--- src/tocp_pkg.sv ---
// package: constants and carrier types for the timer output compare and pwm stage
package tocp_pkg;
  // register indices of the plain port map
  localparam logic [3:0] ADDR_CTRL = 4'h0;
  localparam logic [3:0] ADDR_MODE = 4'h1;
  localparam logic [3:0] ADDR_OUTCFG = 4'h2;
  localparam logic [3:0] ADDR_COMPARE = 4'h3;
  localparam logic [3:0] ADDR_RELOAD = 4'h4;
  localparam logic [3:0] ADDR_COUNT = 4'h5;
  localparam logic [3:0] ADDR_STATUS = 4'h6;
  localparam logic [3:0] ADDR_IRQEN = 4'h7;
  localparam logic [3:0] ADDR_EVENT = 4'h8;
  // ctrl register fields
  localparam int CTRL_EN_BIT = 0;
  localparam int CTRL_DIR_BIT = 1;
  localparam int CTRL_ALIGN_LSB = 2;
  localparam int CTRL_ONE_PULSE_BIT = 4;
  localparam int CTRL_RELOAD_PRE_BIT = 5;
  localparam int CTRL_TRIGMODE_BIT = 6;
  // mode register fields
  localparam int MODE_DIRSEL_LSB = 0;
  localparam int MODE_CMP_LSB = 2;
  localparam int MODE_PE_BIT = 5;
  localparam int MODE_FE_BIT = 6;
  // output config fields
  localparam int OUT_EN_BIT = 0;
  localparam int OUT_POL_BIT = 1;
  // event register: write one to generate an update
  localparam int EVT_UPDATE_BIT = 0;
  // reset values
  localparam logic [15:0] RESET_RELOAD = 16'hffff;
  localparam logic [15:0] RESET_ZERO = 16'h0000;
  // direction select code for output
  localparam logic [1:0] DIRSEL_OUTPUT = 2'h0;

  // compare mode codes
  typedef enum logic [2:0] {
    CMP_FROZEN = 3'h0,
    CMP_SET_ACTIVE = 3'h1,
    CMP_SET_INACTIVE = 3'h2,
    CMP_TOGGLE = 3'h3,
    CMP_FORCE_LOW = 3'h4,
    CMP_FORCE_HIGH = 3'h5,
    CMP_PWM1 = 3'h6,
    CMP_PWM2 = 3'h7
  } tocp_cmp_mode_type;

  // pin carrier
  typedef struct packed {
    logic out;
    logic oe;
  } tocp_pin_type;

  // register port request
  typedef struct packed {
    logic [3:0] addr;
    logic [15:0] wdata;
    logic wr;
    logic rd;
  } tocp_bus_req_type;
endpackage
--- src/tocp_core.sv ---
// module: one timer channel with counter, compare output stage, pwm and one-pulse
// =====================================================================
// Notes on behaviour
// - mode 101 with output direction forces reference high, pin to active level
// - mode 100 forces reference low, pin inactive
// - compare and match flag keep running while output is forced
// - on match: 000 hold, 001 active, 010 inactive, 011 toggle
// - match sets flag; interrupt only with channel interrupt enable set
// - preload clear: compare takes effect now; set: on update event
// - update event never changes reference in compare modes; one count resolution
// - pwm mode 1 is 110, pwm mode 2 is 111
// - pin driven only with output enable; polarity picks active level
// - pwm reference changes only on compare result change, leaving frozen or a fast-enabled trigger edge
// - pwm1 up: high while count below compare; zero compare held low
// - pwm1 down: low while count above compare; compare over reload held high
// - edge aligned: direction low counts up, high counts down
// - nonzero alignment is centre mode; value picks flag direction
// - counter writes in centre mode: above reload keep dir, 0 or reload set dir
// - one-pulse clears counter enable at next hardware update event (not a software update)
// - one-pulse delay is compare counts, length reload minus compare plus one
// - trigger edge in trigger mode sets counter enable
// - fast enable in pwm modes drives match level on trigger
// - shadow compare register is what the counter is compared with
`timescale 1ns/1ns
module tocp_core
  import tocp_pkg::*;
#(
  parameter int CW = 16
) (
  input wire logic clk_sys,
  input wire logic rst,
  input wire tocp_pkg::tocp_bus_req_type bus_req,
  output logic [15:0] rdata,
  input wire logic timer_input_pin,
  output tocp_pkg::tocp_pin_type channel_pin_output,
  output logic compare_irq
);
  import tocp_pkg::*;

  // =====================================================================
  // registers
  logic counter_enable_bit_reg;
  logic dir_reg;
  logic [1:0] alignment_select_reg;
  logic single_pulse_bit_reg;
  logic reload_preload_enable_reg;
  logic trig_mode_reg;
  logic [1:0] channel_direction_select_reg;
  tocp_cmp_mode_type compare_mode_field_reg;
  logic compare_preload_enable_reg;
  logic fast_trigger_enable_reg;
  logic output_enable_bit_reg;
  logic output_polarity_bit_reg;
  logic [CW-1:0] compare_value_reg;
  logic [CW-1:0] compare_shadow_reg;
  logic [CW-1:0] reload_value_reg;
  logic [CW-1:0] reload_shadow_reg;
  logic [CW-1:0] count_value_reg;
  logic compare_match_flag_reg;
  logic compare_irq_enable_reg;
  logic channel_reference_reg;
  logic pwm_level_prev_reg;
  tocp_cmp_mode_type mode_prev_reg;
  logic [2:0] trig_sync_reg;

  logic wr_ctrl, wr_mode, wr_cmp, wr_rel, wr_cnt, wr_stat, sw_update;
  logic update_evt, at_top, at_bottom, match, flag_dir_ok, trig_edge, pwm1_level;
  logic pwm_level, is_pwm, is_output, centre;

  assign wr_ctrl = bus_req.wr && bus_req.addr == ADDR_CTRL;
  assign wr_mode = bus_req.wr && bus_req.addr == ADDR_MODE;
  assign wr_cmp = bus_req.wr && bus_req.addr == ADDR_COMPARE;
  assign wr_rel = bus_req.wr && bus_req.addr == ADDR_RELOAD;
  assign wr_cnt = bus_req.wr && bus_req.addr == ADDR_COUNT;
  assign wr_stat = bus_req.wr && bus_req.addr == ADDR_STATUS;
  assign sw_update = bus_req.wr && bus_req.addr == ADDR_EVENT && bus_req.wdata[EVT_UPDATE_BIT];

  // =====================================================================
  // trigger input: two-stage synchroniser, edge taken from the synced stages only
  always_ff @(posedge clk_sys) begin
    if (rst) begin
      trig_sync_reg <= 3'h0;
    end else begin
      trig_sync_reg <= {trig_sync_reg[1:0], timer_input_pin};
    end
  end
  assign trig_edge = trig_sync_reg[1] && !trig_sync_reg[2] && trig_mode_reg;

  // =====================================================================
  // counter core
  assign centre = alignment_select_reg != 2'h0;
  // centre mode turns only at the reload value: a count written above it keeps its direction
  assign at_top = centre ? count_value_reg == reload_shadow_reg :
                  count_value_reg >= reload_shadow_reg;
  assign at_bottom = count_value_reg == '0;
  // hardware update: overflow going up, underflow going down, or software request
  assign update_evt = sw_update || (counter_enable_bit_reg &&
                      ((!dir_reg && at_top) || (dir_reg && at_bottom)));

  // count value and direction
  always_ff @(posedge clk_sys) begin
    if (rst) begin
      count_value_reg <= '0;
      dir_reg <= 1'b0;
    end else if (wr_cnt) begin
      count_value_reg <= bus_req.wdata[CW-1:0];
      // direction follows the written endpoint, no update event raised
      if (centre && bus_req.wdata[CW-1:0] == '0) begin
        dir_reg <= 1'b0;
      end else if (centre && bus_req.wdata[CW-1:0] == reload_shadow_reg) begin
        dir_reg <= 1'b1;
      end
    end else if (wr_ctrl && !centre) begin
      dir_reg <= bus_req.wdata[CTRL_DIR_BIT];
    end else if (wr_ctrl && bus_req.wdata[CTRL_ALIGN_LSB +: 2] == 2'h0) begin
      dir_reg <= bus_req.wdata[CTRL_DIR_BIT];
    end else if (sw_update) begin
      count_value_reg <= dir_reg ? reload_shadow_reg : '0;
    end else if (counter_enable_bit_reg) begin
      if (!dir_reg) begin
        if (at_top) begin
          // centre mode turns round at the top instead of wrapping
          count_value_reg <= centre ? count_value_reg - 1'b1 : '0;
          if (centre) begin
            dir_reg <= 1'b1;
          end
        end else begin
          count_value_reg <= count_value_reg + 1'b1;
        end
      end else begin
        if (at_bottom) begin
          count_value_reg <= centre ? count_value_reg + 1'b1 : reload_shadow_reg;
          if (centre) begin
            dir_reg <= 1'b0;
          end
        end else begin
          count_value_reg <= count_value_reg - 1'b1;
        end
      end
    end
  end

  // control register; enable cleared by one-pulse update, set by trigger
  always_ff @(posedge clk_sys) begin
    if (rst) begin
      counter_enable_bit_reg <= 1'b0;
      alignment_select_reg <= 2'h0;
      single_pulse_bit_reg <= 1'b0;
      reload_preload_enable_reg <= 1'b0;
      trig_mode_reg <= 1'b0;
    end else begin
      if (wr_ctrl) begin
        counter_enable_bit_reg <= bus_req.wdata[CTRL_EN_BIT];
        alignment_select_reg <= bus_req.wdata[CTRL_ALIGN_LSB +: 2];
        single_pulse_bit_reg <= bus_req.wdata[CTRL_ONE_PULSE_BIT];
        reload_preload_enable_reg <= bus_req.wdata[CTRL_RELOAD_PRE_BIT];
        trig_mode_reg <= bus_req.wdata[CTRL_TRIGMODE_BIT];
      end else if (trig_edge) begin
        counter_enable_bit_reg <= 1'b1;
      end else if (single_pulse_bit_reg && update_evt && !sw_update) begin
        counter_enable_bit_reg <= 1'b0;
      end
    end
  end

  // =====================================================================
  // channel configuration and preload registers
  always_ff @(posedge clk_sys) begin
    if (rst) begin
      channel_direction_select_reg <= DIRSEL_OUTPUT;
      compare_mode_field_reg <= CMP_FROZEN;
      compare_preload_enable_reg <= 1'b0;
      fast_trigger_enable_reg <= 1'b0;
      output_enable_bit_reg <= 1'b0;
      output_polarity_bit_reg <= 1'b0;
      compare_irq_enable_reg <= 1'b0;
    end else begin
      if (wr_mode) begin
        channel_direction_select_reg <= bus_req.wdata[MODE_DIRSEL_LSB +: 2];
        compare_mode_field_reg <= tocp_cmp_mode_type'(bus_req.wdata[MODE_CMP_LSB +: 3]);
        compare_preload_enable_reg <= bus_req.wdata[MODE_PE_BIT];
        fast_trigger_enable_reg <= bus_req.wdata[MODE_FE_BIT];
      end
      if (bus_req.wr && bus_req.addr == ADDR_OUTCFG) begin
        output_enable_bit_reg <= bus_req.wdata[OUT_EN_BIT];
        output_polarity_bit_reg <= bus_req.wdata[OUT_POL_BIT];
      end
      if (bus_req.wr && bus_req.addr == ADDR_IRQEN) begin
        compare_irq_enable_reg <= bus_req.wdata[0];
      end
    end
  end

  // buffer and shadow copies; preload defers the shadow to the update event
  always_ff @(posedge clk_sys) begin
    if (rst) begin
      compare_value_reg <= '0;
      compare_shadow_reg <= '0;
      reload_value_reg <= CW'(RESET_RELOAD);
      reload_shadow_reg <= CW'(RESET_RELOAD);
    end else begin
      if (wr_cmp) begin
        compare_value_reg <= bus_req.wdata[CW-1:0];
      end
      if (wr_rel) begin
        reload_value_reg <= bus_req.wdata[CW-1:0];
      end
      if (wr_cmp && !compare_preload_enable_reg) begin
        compare_shadow_reg <= bus_req.wdata[CW-1:0];
      end else if (update_evt) begin
        compare_shadow_reg <= compare_value_reg;
      end
      if (wr_rel && !reload_preload_enable_reg) begin
        reload_shadow_reg <= bus_req.wdata[CW-1:0];
      end else if (update_evt) begin
        reload_shadow_reg <= reload_value_reg;
      end
    end
  end

  // =====================================================================
  // compare and flag
  assign match = count_value_reg == compare_shadow_reg && counter_enable_bit_reg;
  // alignment 01 flags on the down slope, 10 on the up slope, 11 both
  always_comb begin
    flag_dir_ok = 1'b1;
    if (alignment_select_reg == 2'h1) begin
      flag_dir_ok = dir_reg;
    end else if (alignment_select_reg == 2'h2) begin
      flag_dir_ok = !dir_reg;
    end
  end

  // flag set wins over a software clear in the same cycle
  always_ff @(posedge clk_sys) begin
    if (rst) begin
      compare_match_flag_reg <= 1'b0;
      compare_irq <= 1'b0;
    end else begin
      if (match && flag_dir_ok) begin
        compare_match_flag_reg <= 1'b1;
      end else if (wr_stat && bus_req.wdata[0]) begin
        compare_match_flag_reg <= 1'b0;
      end
      compare_irq <= match && flag_dir_ok && compare_irq_enable_reg;
    end
  end

  // =====================================================================
  // pwm level from count, compare and direction
  always_comb begin
    if (!dir_reg) begin
      pwm1_level = count_value_reg < compare_shadow_reg;
    end else begin
      // compare above reload keeps the level high; zero duty not reachable
      pwm1_level = !(count_value_reg > compare_shadow_reg);
    end
  end
  assign pwm_level = compare_mode_field_reg == CMP_PWM2 ? !pwm1_level : pwm1_level;
  assign is_pwm = compare_mode_field_reg == CMP_PWM1 ||
                  compare_mode_field_reg == CMP_PWM2;
  assign is_output = channel_direction_select_reg == DIRSEL_OUTPUT;

  // reference: forced levels, compare actions and pwm edges
  always_ff @(posedge clk_sys) begin
    if (rst) begin
      channel_reference_reg <= 1'b0;
      pwm_level_prev_reg <= 1'b0;
      mode_prev_reg <= CMP_FROZEN;
    end else begin
      pwm_level_prev_reg <= pwm_level;
      mode_prev_reg <= compare_mode_field_reg;
      if (is_output) begin
        unique case (compare_mode_field_reg)
          CMP_FORCE_HIGH: channel_reference_reg <= 1'b1;
          CMP_FORCE_LOW: channel_reference_reg <= 1'b0;
          CMP_SET_ACTIVE: if (match) channel_reference_reg <= 1'b1;
          CMP_SET_INACTIVE: if (match) channel_reference_reg <= 1'b0;
          CMP_TOGGLE: if (match) channel_reference_reg <= !channel_reference_reg;
          CMP_FROZEN: channel_reference_reg <= channel_reference_reg;
          CMP_PWM1, CMP_PWM2: begin
            if (trig_edge && fast_trigger_enable_reg) begin
              // bypass: level as if the compare had matched
              channel_reference_reg <= compare_mode_field_reg == CMP_PWM2;
            end else if (pwm_level != pwm_level_prev_reg ||
                         mode_prev_reg == CMP_FROZEN) begin
              channel_reference_reg <= pwm_level;
            end
          end
        endcase
      end
    end
  end

  // pin stage: registered so the pin never glitches on a mode write
  always_ff @(posedge clk_sys) begin
    if (rst) begin
      channel_pin_output <= '0;
    end else begin
      channel_pin_output.oe <= output_enable_bit_reg && is_output;
      channel_pin_output.out <= channel_reference_reg ^ output_polarity_bit_reg;
    end
  end

  // =====================================================================
  // read port, data valid in the cycle after the strobe
  always_ff @(posedge clk_sys) begin
    if (rst) begin
      rdata <= 16'h0000;
    end else if (bus_req.rd) begin
      unique case (bus_req.addr)
        ADDR_CTRL: rdata <= 16'({trig_mode_reg, reload_preload_enable_reg,
                      single_pulse_bit_reg, alignment_select_reg, dir_reg,
                      counter_enable_bit_reg});
        ADDR_MODE: rdata <= 16'({fast_trigger_enable_reg, compare_preload_enable_reg,
                      compare_mode_field_reg, channel_direction_select_reg});
        ADDR_OUTCFG: rdata <= 16'({output_polarity_bit_reg, output_enable_bit_reg});
        ADDR_COMPARE: rdata <= 16'(compare_value_reg);
        ADDR_RELOAD: rdata <= 16'(reload_value_reg);
        ADDR_COUNT: rdata <= 16'(count_value_reg);
        ADDR_STATUS: rdata <= 16'({channel_reference_reg, compare_match_flag_reg});
        ADDR_IRQEN: rdata <= 16'(compare_irq_enable_reg);
        default: rdata <= 16'h0000;
      endcase
    end else begin
      rdata <= 16'h0000;
    end
  end

  // =====================================================================
  // checks
  a_force_high_ref: assert property (@(posedge clk_sys) disable iff (rst)
    is_output && compare_mode_field_reg == CMP_FORCE_HIGH |=> channel_reference_reg)
    else $error("forced high not applied");
  a_force_low_ref: assert property (@(posedge clk_sys) disable iff (rst)
    is_output && compare_mode_field_reg == CMP_FORCE_LOW |=> !channel_reference_reg)
    else $error("forced low not applied");
  a_match_sets_flag: assert property (@(posedge clk_sys) disable iff (rst)
    match && flag_dir_ok |=> compare_match_flag_reg)
    else $error("match flag not set");
  a_irq_needs_enable: assert property (@(posedge clk_sys) disable iff (rst)
    compare_irq |-> $past(compare_irq_enable_reg))
    else $error("irq without enable");
  a_toggle_on_match: assert property (@(posedge clk_sys) disable iff (rst)
    is_output && compare_mode_field_reg == CMP_TOGGLE && match
    |=> channel_reference_reg != $past(channel_reference_reg))
    else $error("toggle missed");
  a_pin_enable_gate: assert property (@(posedge clk_sys) disable iff (rst)
    !output_enable_bit_reg ##1 !output_enable_bit_reg |-> !channel_pin_output.oe)
    else $error("pin driven while disabled");
  a_pulse_stops_count: assert property (@(posedge clk_sys) disable iff (rst)
    single_pulse_bit_reg && update_evt && !sw_update && !wr_ctrl && !trig_edge
    |=> !counter_enable_bit_reg)
    else $error("one pulse did not stop");
  a_trigger_starts: assert property (@(posedge clk_sys) disable iff (rst)
    trig_edge && !wr_ctrl |=> counter_enable_bit_reg)
    else $error("trigger did not start counter");
  a_direct_compare: assert property (@(posedge clk_sys) disable iff (rst)
    wr_cmp && !compare_preload_enable_reg |=> compare_shadow_reg == $past(bus_req.wdata[CW-1:0]))
    else $error("compare write not immediate");
  c_pwm1_run: cover property (@(posedge clk_sys) compare_mode_field_reg == CMP_PWM1 && match);
  c_centre_turn: cover property (@(posedge clk_sys) centre && at_top && counter_enable_bit_reg);
  c_fast_trigger: cover property (@(posedge clk_sys) trig_edge && fast_trigger_enable_reg);
  a_fast_trigger_ref: assert property (@(posedge clk_sys) disable iff (rst)
    is_output && is_pwm && trig_edge && fast_trigger_enable_reg
    |=> channel_reference_reg == $past(compare_mode_field_reg == CMP_PWM2))
    else $error("fast trigger level not applied");
  c_pulse_stop: cover property (@(posedge clk_sys)
    single_pulse_bit_reg && update_evt && counter_enable_bit_reg);
  c_leave_frozen: cover property (@(posedge clk_sys) is_pwm && mode_prev_reg == CMP_FROZEN);
endmodule

--- config.mk ---
export PLATFORM = sky130hd
export DESIGN_NAME = tocp_core
export DESIGN_NICKNAME = d
export VERILOG_FILES = /design/src/tocp_pkg.sv /design/src/tocp_core.sv
export SDC_FILE = /design/constraint.sdc
export NUM_CORES = 1
export LEC_CHECK = 0
export ABC_AREA = 1
export ABC_CLOCK_PERIOD_IN_PS = 3270
export CAP_MARGIN = 5
export CORE_ASPECT_RATIO = 1.1
export CORE_MARGIN = 8
export CORE_UTILIZATION = 40
export CTS_CLUSTER_DIAMETER = 120
export DETAILED_ROUTE_END_ITERATION = 7
export DONT_BUFFER_PORTS = 1
export GPL_TIMING_DRIVEN = 1
export PLACE_DENSITY_LB_ADDON = 0.08
export SYNTH_ARGS = -nofsm -noshare
export SYNTH_HDL_FRONTEND = slang
export SYNTH_SLANG_ARGS = --single-unit
--- constraint.sdc ---
create_clock -name clk_sys -period 3.27 [get_ports clk_sys]
set_input_delay 0.327 -clock clk_sys [delete_from_list [all_inputs] [get_ports clk_sys]]
set_output_delay 0.327 -clock clk_sys [all_outputs]
set_load 0.01 [all_outputs]
# Yosys cells after proc, flatten, opt, wreduce, memory -nomap -nowiden
# Index checks and enable logic that the tools add are counted.
[word_totals] output_inout_bits=19 elab_cells=168 regBits=125 input_bits=25
[classes] bitwise=3 addsub=2 mux=44 reduce_logical=60 magnitude_cmp=3 eq_ne=29
[ops] op="2-to-1 mux 16 bit" count=15
[ops] op="case mux 16 bit (8 select lines)" count=1
[ops] op="equality test 16 bit" count=3
[ops] op="zero test 16 bit" count=2
[ops] op="logical AND 1 bit" count=29
[ops] op="2-to-1 mux 1 bit" count=27
[ops] op="adder 16 x 1 -> 16 bit (second input constant)" count=1
[ops] op="equality test 4 x 3 -> 1 bit (second input constant)" count=4
[ops] op="greater-or-equal comparator 16 bit" count=1
[ops] op="greater-than comparator 16 bit" count=1
[ops] op="less-than comparator 16 bit" count=1
[ops] op="subtractor 16 x 1 -> 16 bit (second input constant)" count=1
[ops] op="equality test 3 bit (second input constant)" count=4
[ops] op="!= test 2 bit (second input constant)" count=5
[ops] op="zero test 1 bit" count=9
[ops] op="equality test 4 x 2 -> 1 bit (second input constant)" count=2
[ops] op="nonzero test 2 bit" count=4
[ops] op="equality test 3 x 2 -> 1 bit (second input constant)" count=2
[ops] op="zero test 3 bit" count=2
[ops] op="case mux 1 bit (6 select lines)" count=1
[ops] op="AND reduction 3 bit" count=2
[ops] op="AND reduction 6 bit" count=1
[ops] op="nonzero test 3 bit" count=2
[ops] op="equality test 4 x 1 -> 1 bit (second input constant)" count=1
[ops] op="15 further kinds" count=20

# Depth between registers and ports, before layout
# Gate-level depths: netlist of the first run.
[logic_depth] depth_word=11 mapped_depth=19 mapped_depth_nobuf=19

# Worst setup path after synthesis of the first run
# Ideal clock, no wire load.
[synth_path] path_type="register to register" from="reg reload_shadow_reg[14]" to="reg reload_shadow_reg[14]" n_path_buf=1 arrival_time_ps=1927 required_ps=3132 setup_ps=138 setup_slack_ps=1205 path_stages_with_launch=15 synth_period_minus_slack_ps=2065 cell_sequence="dfxtp_1 inv_1 ha_1 nand2_1 nor2_1 nand2_1 nor2_1 nand2_1 nand3_1 nand2_2 nand3_2 nand3_4 nand3_2 buf_2 o211ai_1"
[synth_between] elab_chain_cells=7 elab_cells_between_ends=8 cone_classes="1 x order compare; 1 x eq/ne; 1 x mux; 5 x reduce/logical"
[synth_lines] item="start: declaration" line="tocp_core.sv:57" source="logic [CW-1:0] reload_shadow_reg;"
[synth_lines] item="start signal: assignment" line="tocp_core.sv:200" source="reload_shadow_reg <= CW'(RESET_RELOAD);"
[synth_lines] item="start signal: assignment" line="tocp_core.sv:214" source="reload_shadow_reg <= bus_req.wdata[CW-1:0];"
[synth_lines] item="start signal: assignment" line="tocp_core.sv:216" source="reload_shadow_reg <= reload_value_reg;"
[synth_lines] item="greater-or-equal comparator 16 bit or equality test 16 bit (tied branches)" line="tocp_core.sv:94, tocp_core.sv:93"
[synth_lines] item="2-to-1 mux 1 bit (*)" line="tocp_core.sv:93" source="assign at_top = centre ? count_value_reg == reload_shadow_reg :"
[synth_lines] item="logical AND 1 bit (*)" line="tocp_core.sv:98" source="((!dir_reg && at_top) || (dir_reg && at_bottom)));"
[synth_lines] item="logical OR 1 bit (*)" line="tocp_core.sv:98"
[synth_lines] item="logical AND 1 bit (*)" line="tocp_core.sv:97" source="assign update_evt = sw_update || (counter_enable_bit_reg &&"
[synth_lines] item="logical OR 1 bit (*)" line="tocp_core.sv:97"
[synth_lines] item="nonzero test 2 bit (no line) (*)"
# Every way passes the cells marked *; elsewhere a longest branch is shown, timed or not.
# A chain may end at the register's enable or synchronous reset.

# Final worst setup path of the first run
[layout_path] from="reg count_value_reg[0]" to="reg count_value_reg[1]"
[layout_between] elab_chain_cells=9 elab_cells_between_ends=16 cone_classes="2 x add/sub; 1 x order compare; 1 x eq/ne; 11 x mux; 1 x reduce/logical"
[layout_lines] item="start: declaration" line="tocp_core.sv:58" source="logic [CW-1:0] count_value_reg;"
[layout_lines] item="start signal: assignment" line="tocp_core.sv:106" source="count_value_reg <= bus_req.wdata[CW-1:0];"
[layout_lines] item="start signal: assignment" line="tocp_core.sv:118" source="count_value_reg <= dir_reg ? reload_shadow_reg : '0;"
[layout_lines] item="start signal: assignment" line="tocp_core.sv:123" source="count_value_reg <= centre ? count_value_reg - 1'b1 : '0;"
[layout_lines] item="subtractor 16 x 1 -> 16 bit, or another cell as far along" line="tocp_core.sv:123, tocp_core.sv:137"
[layout_lines] item="2-to-1 mux 16 bit, or another cell as far along" line="tocp_core.sv:123"
[layout_lines] item="2-to-1 mux 16 bit, on equally long branches" line="tocp_core.sv:121, tocp_core.sv:131"
[layout_lines] item="2-to-1 mux 16 bit (*)" line="tocp_core.sv:120" source="if (!dir_reg) begin"
[layout_lines] item="2-to-1 mux 16 bit (*)" line="tocp_core.sv:119" source="end else if (counter_enable_bit_reg) begin"
[layout_lines] item="2-to-1 mux 16 bit (*)" line="tocp_core.sv:117" source="end else if (sw_update) begin"
[layout_lines] item="2-to-1 mux 16 bit (*)" line="tocp_core.sv:115" source="end else if (wr_ctrl && bus_req.wdata[CTRL_ALIGN_LSB +: 2] == 2'h0) begin"
[layout_lines] item="2-to-1 mux 16 bit (*)" line="tocp_core.sv:113" source="end else if (wr_ctrl && !centre) begin"
[layout_lines] item="2-to-1 mux 16 bit (*)" line="tocp_core.sv:105" source="end else if (wr_cnt) begin"
# Every way passes the cells marked *; elsewhere a longest branch is shown, timed or not. The select of a mux whose other input is x is not followed.

==> results.md, run 1 <==
- Seq/Total Area, Yosys: between 30% and 40%
- Filler instances: a little over 2000
- Starting Density: between 40% and 50%
- Hold Vio Cnt, Final: 0
- Area growth, synth to finish: 11.5%
- DRT antenna net count: 0
- Bufs on Longest Clock Path: 2
- Nets@finish: 1225
- Clock sinks: 125
- Post-Synth XOR/XNOR Area: ~3.2%
- H-tree levels: 4
- Max Clk Rate: between 300 and 400 MHz
- ANT cells: 0
- Slew headroom: between 20% and 30%
- Commonest non-fill, non-tap cell in the layout: nand2_1
- RSZ-0062 raised after global routing: false
- Largest net degree at the start of global routing: 38
- CTS tree: yes
- Die span in y: ~160 um
- Clk_skew: 0.0115 ns
- Largest family of logic cells by synthesized area: simple AND/OR/NAND/NOR gates
- Multi-input gate area: about 0.0043 mm2
- Worst Max-Slew Pin Slew: approximately 1.1 ns
- Post-Syn Area: 0.00776 mm2
- Gpl congestion: 0.904
- Worst Path Class, Setup: flip-flop to flip-flop
- VDD IR max: slightly below 400 uV
- Initial antenna violation count: 0
- Total CTS buffers: 17
- Via density: 5.45
- Root cell of the clock tree: clkbuf_16
- WP data required: around 3.6 ns
- Worst hold path type: input port to flip-flop
- Compound-cell area share of the yosys netlist: 21.3%
- IO buf count: 0
- Via Count: between 7000 and 8000
- GR Util All Layers: roughly a quarter
- Register bit total from synthesis: ~130
- Post-synth EDFFs: 0
- Worst setup margin: slightly above 0.5 ns
- Clock latency on the worst-skew pair: 0.44 ns
- Fraction of layout cells with a size suffix above 1: 8.14%
- DR WL/cell: between 15 and 20 um
- Tmin final: between 2 and 3 ns
- Vias in the first global route: 7210
- Post-synthesis mux area share: 0%
- Power per cell area: between 400 and 500 mW/mm2
- Drt total wl: between 20 and 30 mm
- Final setup TNS: 0 ns
- Hpwl dp: 20.8 mm
- Syn nets: approximately 1200
- Post-Syn Instances: about 1200
- Mean Syn Cell Area: approximately 6.6 um2
- Clk pin slew, worst setup/hold paths: approximately 0.060 ns
- Top_reg_cell synth: dfxtp_1
- Post-synthesis simple-gate area fraction: about a quarter
- Lkg Pwr: 0.00401 uW
- Status: complete, no violations
- Slew Viols, Final: 0
- Die X: around 150 um
- Crit start category: flip-flop
- Crit share post-route: 84.2%
- Synth Area in Adders: roughly 5.5%
- Reg area: about 0.0025 mm2
- Commonest cells after routing, fill and taps aside: nand2_1 (280), inv_1 (164), dfxtp_1 (125)
- Crit. End Element: flip-flop
- CTS resizes: 0
- GRT overflow: 0
- Ys async rst share: 0%
- Die area: approximately 0.024 mm2
- Crit path max fanout: 12
- Initial DRC Count: between 700 and 800
- Yosys warning total: 0
- Total power: between 4000 and 5000 uW
- Io pins: 44
- Final setup violation count: 0
- Pre-antenna DRT Iters: 7
- Cell Rows: 53
- First-pass GRT wire length: ~43 mm
- Critical path arrival: 3.06 ns
- Area of the core: roughly 0.019 mm2
- Max_cap viols: 0
- DRC viols: 0
- Count of cell types in the netlist: 40
- Post-Place Setup Slack: ~0.53 ns
==> metal layers <==
layer / global-route usage (%) / vias up / share of wire (%)
met4: 7.49 / 0 / 1.6
met5: 0 / - / 0
met3: 3.51 / 26 / 5.6
met2: 35.4 / 262 / 44
li1: - / 3851 / -
met1: 33.3 / 3633 / 49
==> area by class of cell <==
class | count | area share (%)
clock inverter | 14 | 2.39
sequential | 125 | 28.9
inverter | 177 | 7.68
clock buffer | 18 | 5.07
multi-input combinational | 822 | 50.2
timing repair buffer | 23 | 2.20
tap | 247 | 3.57
==> critical path, stage by stage (launching register included) <==
cell     delay (ns)
dfxtp_1        0.35
inv_1          0.24
ha_1           0.22
inv_1          0.12
nor3_1         0.31
nand3_1        0.18
nand2_1        0.17
nand2_1        0.35
inv_1          0.24
nor2_1         0.07
nor2_1         0.10
nand2_1        0.06
nand2_1        0.06
nand2_1        0.05
nand2_1        0.05
a21oi_1        0.05
==> synth_stat cells (3+ instances only) <==
library cell,n,area (um2)
o21ai_0,91,455
inv_2,12,45.0
inv_1,165,619
clkbuf_1,31,116
nand3_1,47,235
nand4_1,19,119
o22ai_1,27,169
buf_2,14,70.1
o211ai_1,34,255
nor2_1,87,327
nand3_2,4,40.0
ha_1,34,425
buf_4,3,22.5
nor2_4,3,33.8
o31ai_1,3,22.5
nand2_1,280,1050
nand2_2,3,18.8
a21oi_1,96,480
o21a_1,3,22.5
nor2_2,10,62.6
dfxtp_1,125,2500
a211oi_1,6,45.0
nor3_1,11,55.1
buf_6,3,33.8
a31oi_1,9,56.3
xor2_1,26,228
nor4_1,5,31.3
a21oi_2,7,61.3
==> per-stage QoR <==
stage	area [um2]	utilization [%]	hold slack, ns	instances
after floorplan	7760	-	0.388	1177
after global placement	7970	41.7	0.397	1391
after detailed placement	7970	41.7	0.402	1391
after CTS	8660	45.3	0.00440	1426
after global routing	8660	45.3	0.0228	1426
final	8660	45.3	0.0202	1426
==> logic make-up (layout without fill, tap and decap cells) <==
logic type                 count (synthesis)  count (layout)
buffers and inverters                    230             232
xor gates and xnor gates                  28              28
adders and majority gates                 34              34
AOI/OAI and AO/OA                        287             287
DFF                                      125             125
and+or+nand+nor                          473             473
==> power breakdown <==
group | internal, uW | switching (uW) | total, uW
combinational | 101 | 241 | 342
clock | 1310 | 795 | 2110
sequential | 1560 | 27.0 | 1580
total | 2970 | 1060 | 4030
==> final timing paths <==
check | slack [ns] | end | cells after the start | from
hold / removal | 0.02 | reload_shadow_reg[10] | 2 | rst
setup / recovery | 0.52 | count_value_reg[1] | 15 | count_value_reg[0]
hold reg to reg | 0.41 | trig_sync_reg[1] | 2 | trig_sync_reg[0]
setup reg to reg | 0.52 | count_value_reg[1] | 15 | count_value_reg[0]
==> what timing repair did <==
| item | CTS | global route |
|---|---|---|
| hold endpoints to repair | 34 | 0 |
| buffers inserted | 0 | 0 |
| hold buffers | 3 | 0 |
(Power assumes the default switching activity.)
==> run 2, diff against run 1 <==
- ABC_CLOCK_PERIOD_IN_PS: 3270 -> 2550
- clock period: 3.27 -> 2.55 ns (I/O delays scaled with it)
==> run 2 against run 1 <==
Compared with the run above:
- clock skew hardly changed
- fmax is 15% higher
- sequential power is 28% higher
- hold slack worse by 0.0043 ns
- global-route usage is 0.51 points higher
- critical path depth stayed put
- largest power group unchanged
==> results.md, run 2 (synthesized netlist as in run 1, its figures left out) <==
- Commonest cells after routing, fill and taps aside: nand2_1 (280), inv_1 (164), dfxtp_1 (124) (was nand2_1 (280), inv_1 (164), dfxtp_1 (125))
- DR WL/cell: 19.5 um (was 19.6 um)
- Worst hold path type: input port to flip-flop (unchanged)
- Die area: 0.0241 mm2 (unchanged)
- CP startpoint: count_value_reg[0] (unchanged)
- Initial antenna violation count: 0 (unchanged)
- Max Clk Rate: 419 MHz (was 363 MHz)
- Hpwl dp: 21.4 mm (was 20.8 mm)
- Area growth, synth to finish: 18.1% (was 11.5%)
- ANT cells: 0 (unchanged)
- Net Sw Frac: 26.3% (was 26.4%)
- Power per cell area: 571 mW/mm2 (was 466 mW/mm2)
- Crit path max fanout: 8 (was 12)
- Hold Vio Cnt, Final: 0 (unchanged)
- Fraction of layout cells with a size suffix above 1: 11.6% (was 8.14%)
- Cell Rows: 53 (unchanged)
- Initial DRC Count: 734 (was 722)
- Critical path arrival: 2.68 ns (was 3.06 ns)
- Nets@finish: 1280 (was 1225)
- Tmin final: 2.38 ns (was 2.75 ns)
- Die span in y: 162 um (unchanged)
- Clock sinks: 125 (unchanged)
- Via density: 5.34 (was 5.45)
- Commonest non-fill, non-tap cell in the layout: nand2_1 (unchanged)
- Clk_skew: 0.0119 ns (was 0.0115 ns)
- Reg-to-reg slack, setup: 0.17 ns (was 0.52 ns)
- Root cell of the clock tree: clkbuf_16 (unchanged)
- Starting Density: 40.6% (unchanged)
- FF-to-FF End: count_value_reg[0] (was count_value_reg[1])
- WP data required: 2.85 ns (was 3.58 ns)
- CP endpoint: count_value_reg[0] (was count_value_reg[1])
- Crit start category: flip-flop (unchanged)
- Vias in the first global route: 7377 (was 7210)
- Area of the core: 0.0191 mm2 (unchanged)
- Hold slack: 0.0159 ns (was 0.0202 ns)
- Drt total wl: 28.8 mm (was 28.0 mm)
- VDD IR max: 422 uV (was 390 uV)
- Final setup TNS: 0 ns (unchanged)
- Clock power share: 51.7% (was 52.3%)
- CTS tree: yes (unchanged)
- Crit share post-route: 93.5% (was 84.2%)
- Reg2Reg Launch Point: count_value_reg[0] (unchanged)
- R2R cell count: 15 (unchanged)
- GR Util All Layers: 23.9% (was 23.4%)
- Io pins: 44 (unchanged)
- Fin cells: 1481 (was 1426)
- First-pass GRT wire length: 44.0 mm (was 43.0 mm)
- Pre-antenna DRT Iters: 5 (was 7)
- Bufs on Longest Clock Path: 2 (unchanged)
- Via Count: 7914 (was 7772)
- Worst Max-Slew Pin Slew: 0.526 ns (was 1.11 ns)
- DRC viols: 0 (unchanged)
- Slew Viols, Final: 0 (unchanged)
- Status: complete, no violations (unchanged)
- RSZ-0062 raised after global routing: false (unchanged)
- Crit. End Element: flip-flop (unchanged)
- Sw power: 1380 uW (was 1060 uW)
- Largest net degree at the start of global routing: 43 (was 38)
- Slew headroom: 64.0% (was 26.3%)
- Clock latency on the worst-skew pair: 0.42 ns (was 0.44 ns)
- Lkg Pwr: 0.00430 uW (was 0.00401 uW)
- Placed cells: 1433 (was 1391)
- Gpl congestion: 0.957 (was 0.904)
- Final setup violation count: 0 (unchanged)
- GRT overflow: 0 (unchanged)
- DRT antenna net count: 0 (unchanged)
- Max_cap viols: 0 (unchanged)
- Total CTS buffers: 17 (unchanged)
- Die X: 149 um (unchanged)
- Worst Path Class, Setup: flip-flop to flip-flop (unchanged)
- P_int: 3860 uW (was 2970 uW)
- Reg power frac: 38.7% (was 39.3%)
- IO buf count: 0 (unchanged)
- Clk pin slew, worst setup/hold paths: 0.06 ns (about the same)
- H-tree levels: 4 (unchanged)
- Combinational power share: 9.6% (was 8.5%)
## run 2: cell types whose count changed in the layout (fill, tap and decap cells not counted), sizes merged
cell         delta
clkbuf          +1
inv             +1
dlygate4sd3    +10
buf            +45
clkinvlp        -2
## run 2: worst min-delay path by stage
stage,start,endpoint,slack [ns],cells past startpoint
finish,bus_req[14],compare_shadow_reg[12],0.02,2
global route,bus_req[14],compare_shadow_reg[12],0.005,2
CTS,bus_req[14],compare_shadow_reg[12],0.0004,2
detailed placement,rst,dir_reg,0.33,1
global placement,rst,dir_reg,0.33,1
floorplan,timer_input_pin,trig_sync_reg[0],0.36,2
## run 2: critical path, stage by stage, from the launching register on
cell and delay (ns):
dfxtp_1 0.37, inv_1 0.18, ha_1 0.19, inv_1 0.11, nor3_4 0.31, nand4_1 0.13, buf_4 0.18, nor2_4 0.25
buf_4 0.17, nand2_1 0.04, nand3_1 0.07, nand2_1 0.05, nand2_1 0.05, nand2_1 0.05, nand2_1 0.05, a21oi_1 0.06
## run 2: area by class of cell
type                       instances  area (um2)
clock buffer                      19         443
clock inverter                    13         203
fill                            1983        9940
inverter                         177         664
multi-input combinational        822        4370
sequential                       125        2500
tap                              247         309
timing repair buffer              78         673
## run 2: stage by stage
stage | worst slack (ns) | util [%] | power [uW] | cell area, um2
2_1_floorplan | 0.485 | - | 2370 | 7760
3_3_place_gp | 0.0774 | 43.6 | 2510 | 8320
3_5_place_dp | 0.0981 | 43.6 | 2510 | 8320
4_1_cts | 0.0673 | 47.7 | 5250 | 9120
5_1_grt | 0.00878 | 48.0 | 5400 | 9160
6_report | 0.166 | 48.0 | 5230 | 9160
## run 2: timing repair
action | in CTS | in global routing
hold endpoints to repair | 53 | 0
hold buffers | 13 | 0
gates resized for setup | 0 | 6
endpoints found under the setup margin | 0 | 27
setup buffers | 0 | 3
## run 2: per-layer routing
| layer | track usage [%] | wire length, um | vias up |
|---|---|---|---|
| li1 | - | - | 3959 |
| met1 | 33.9 | 13700 | 3606 |
| met2 | 35.1 | 12300 | 298 |
| met3 | 4.84 | 2110 | 51 |
| met4 | 8.36 | 748 | 0 |
| met5 | 0 | 0 | - |
## run 2: power by group through the flow
stage | sequential [uW] | clock [uW] | combinational (uW)
after floorplan | 2060 | 0 | 308
after global placement | 2070 | 0 | 442
after detailed placement | 2070 | 0 | 440
after CTS | 2030 | 2740 | 482
after global routing | 2030 | 2820 | 549
final | 2030 | 2700 | 501
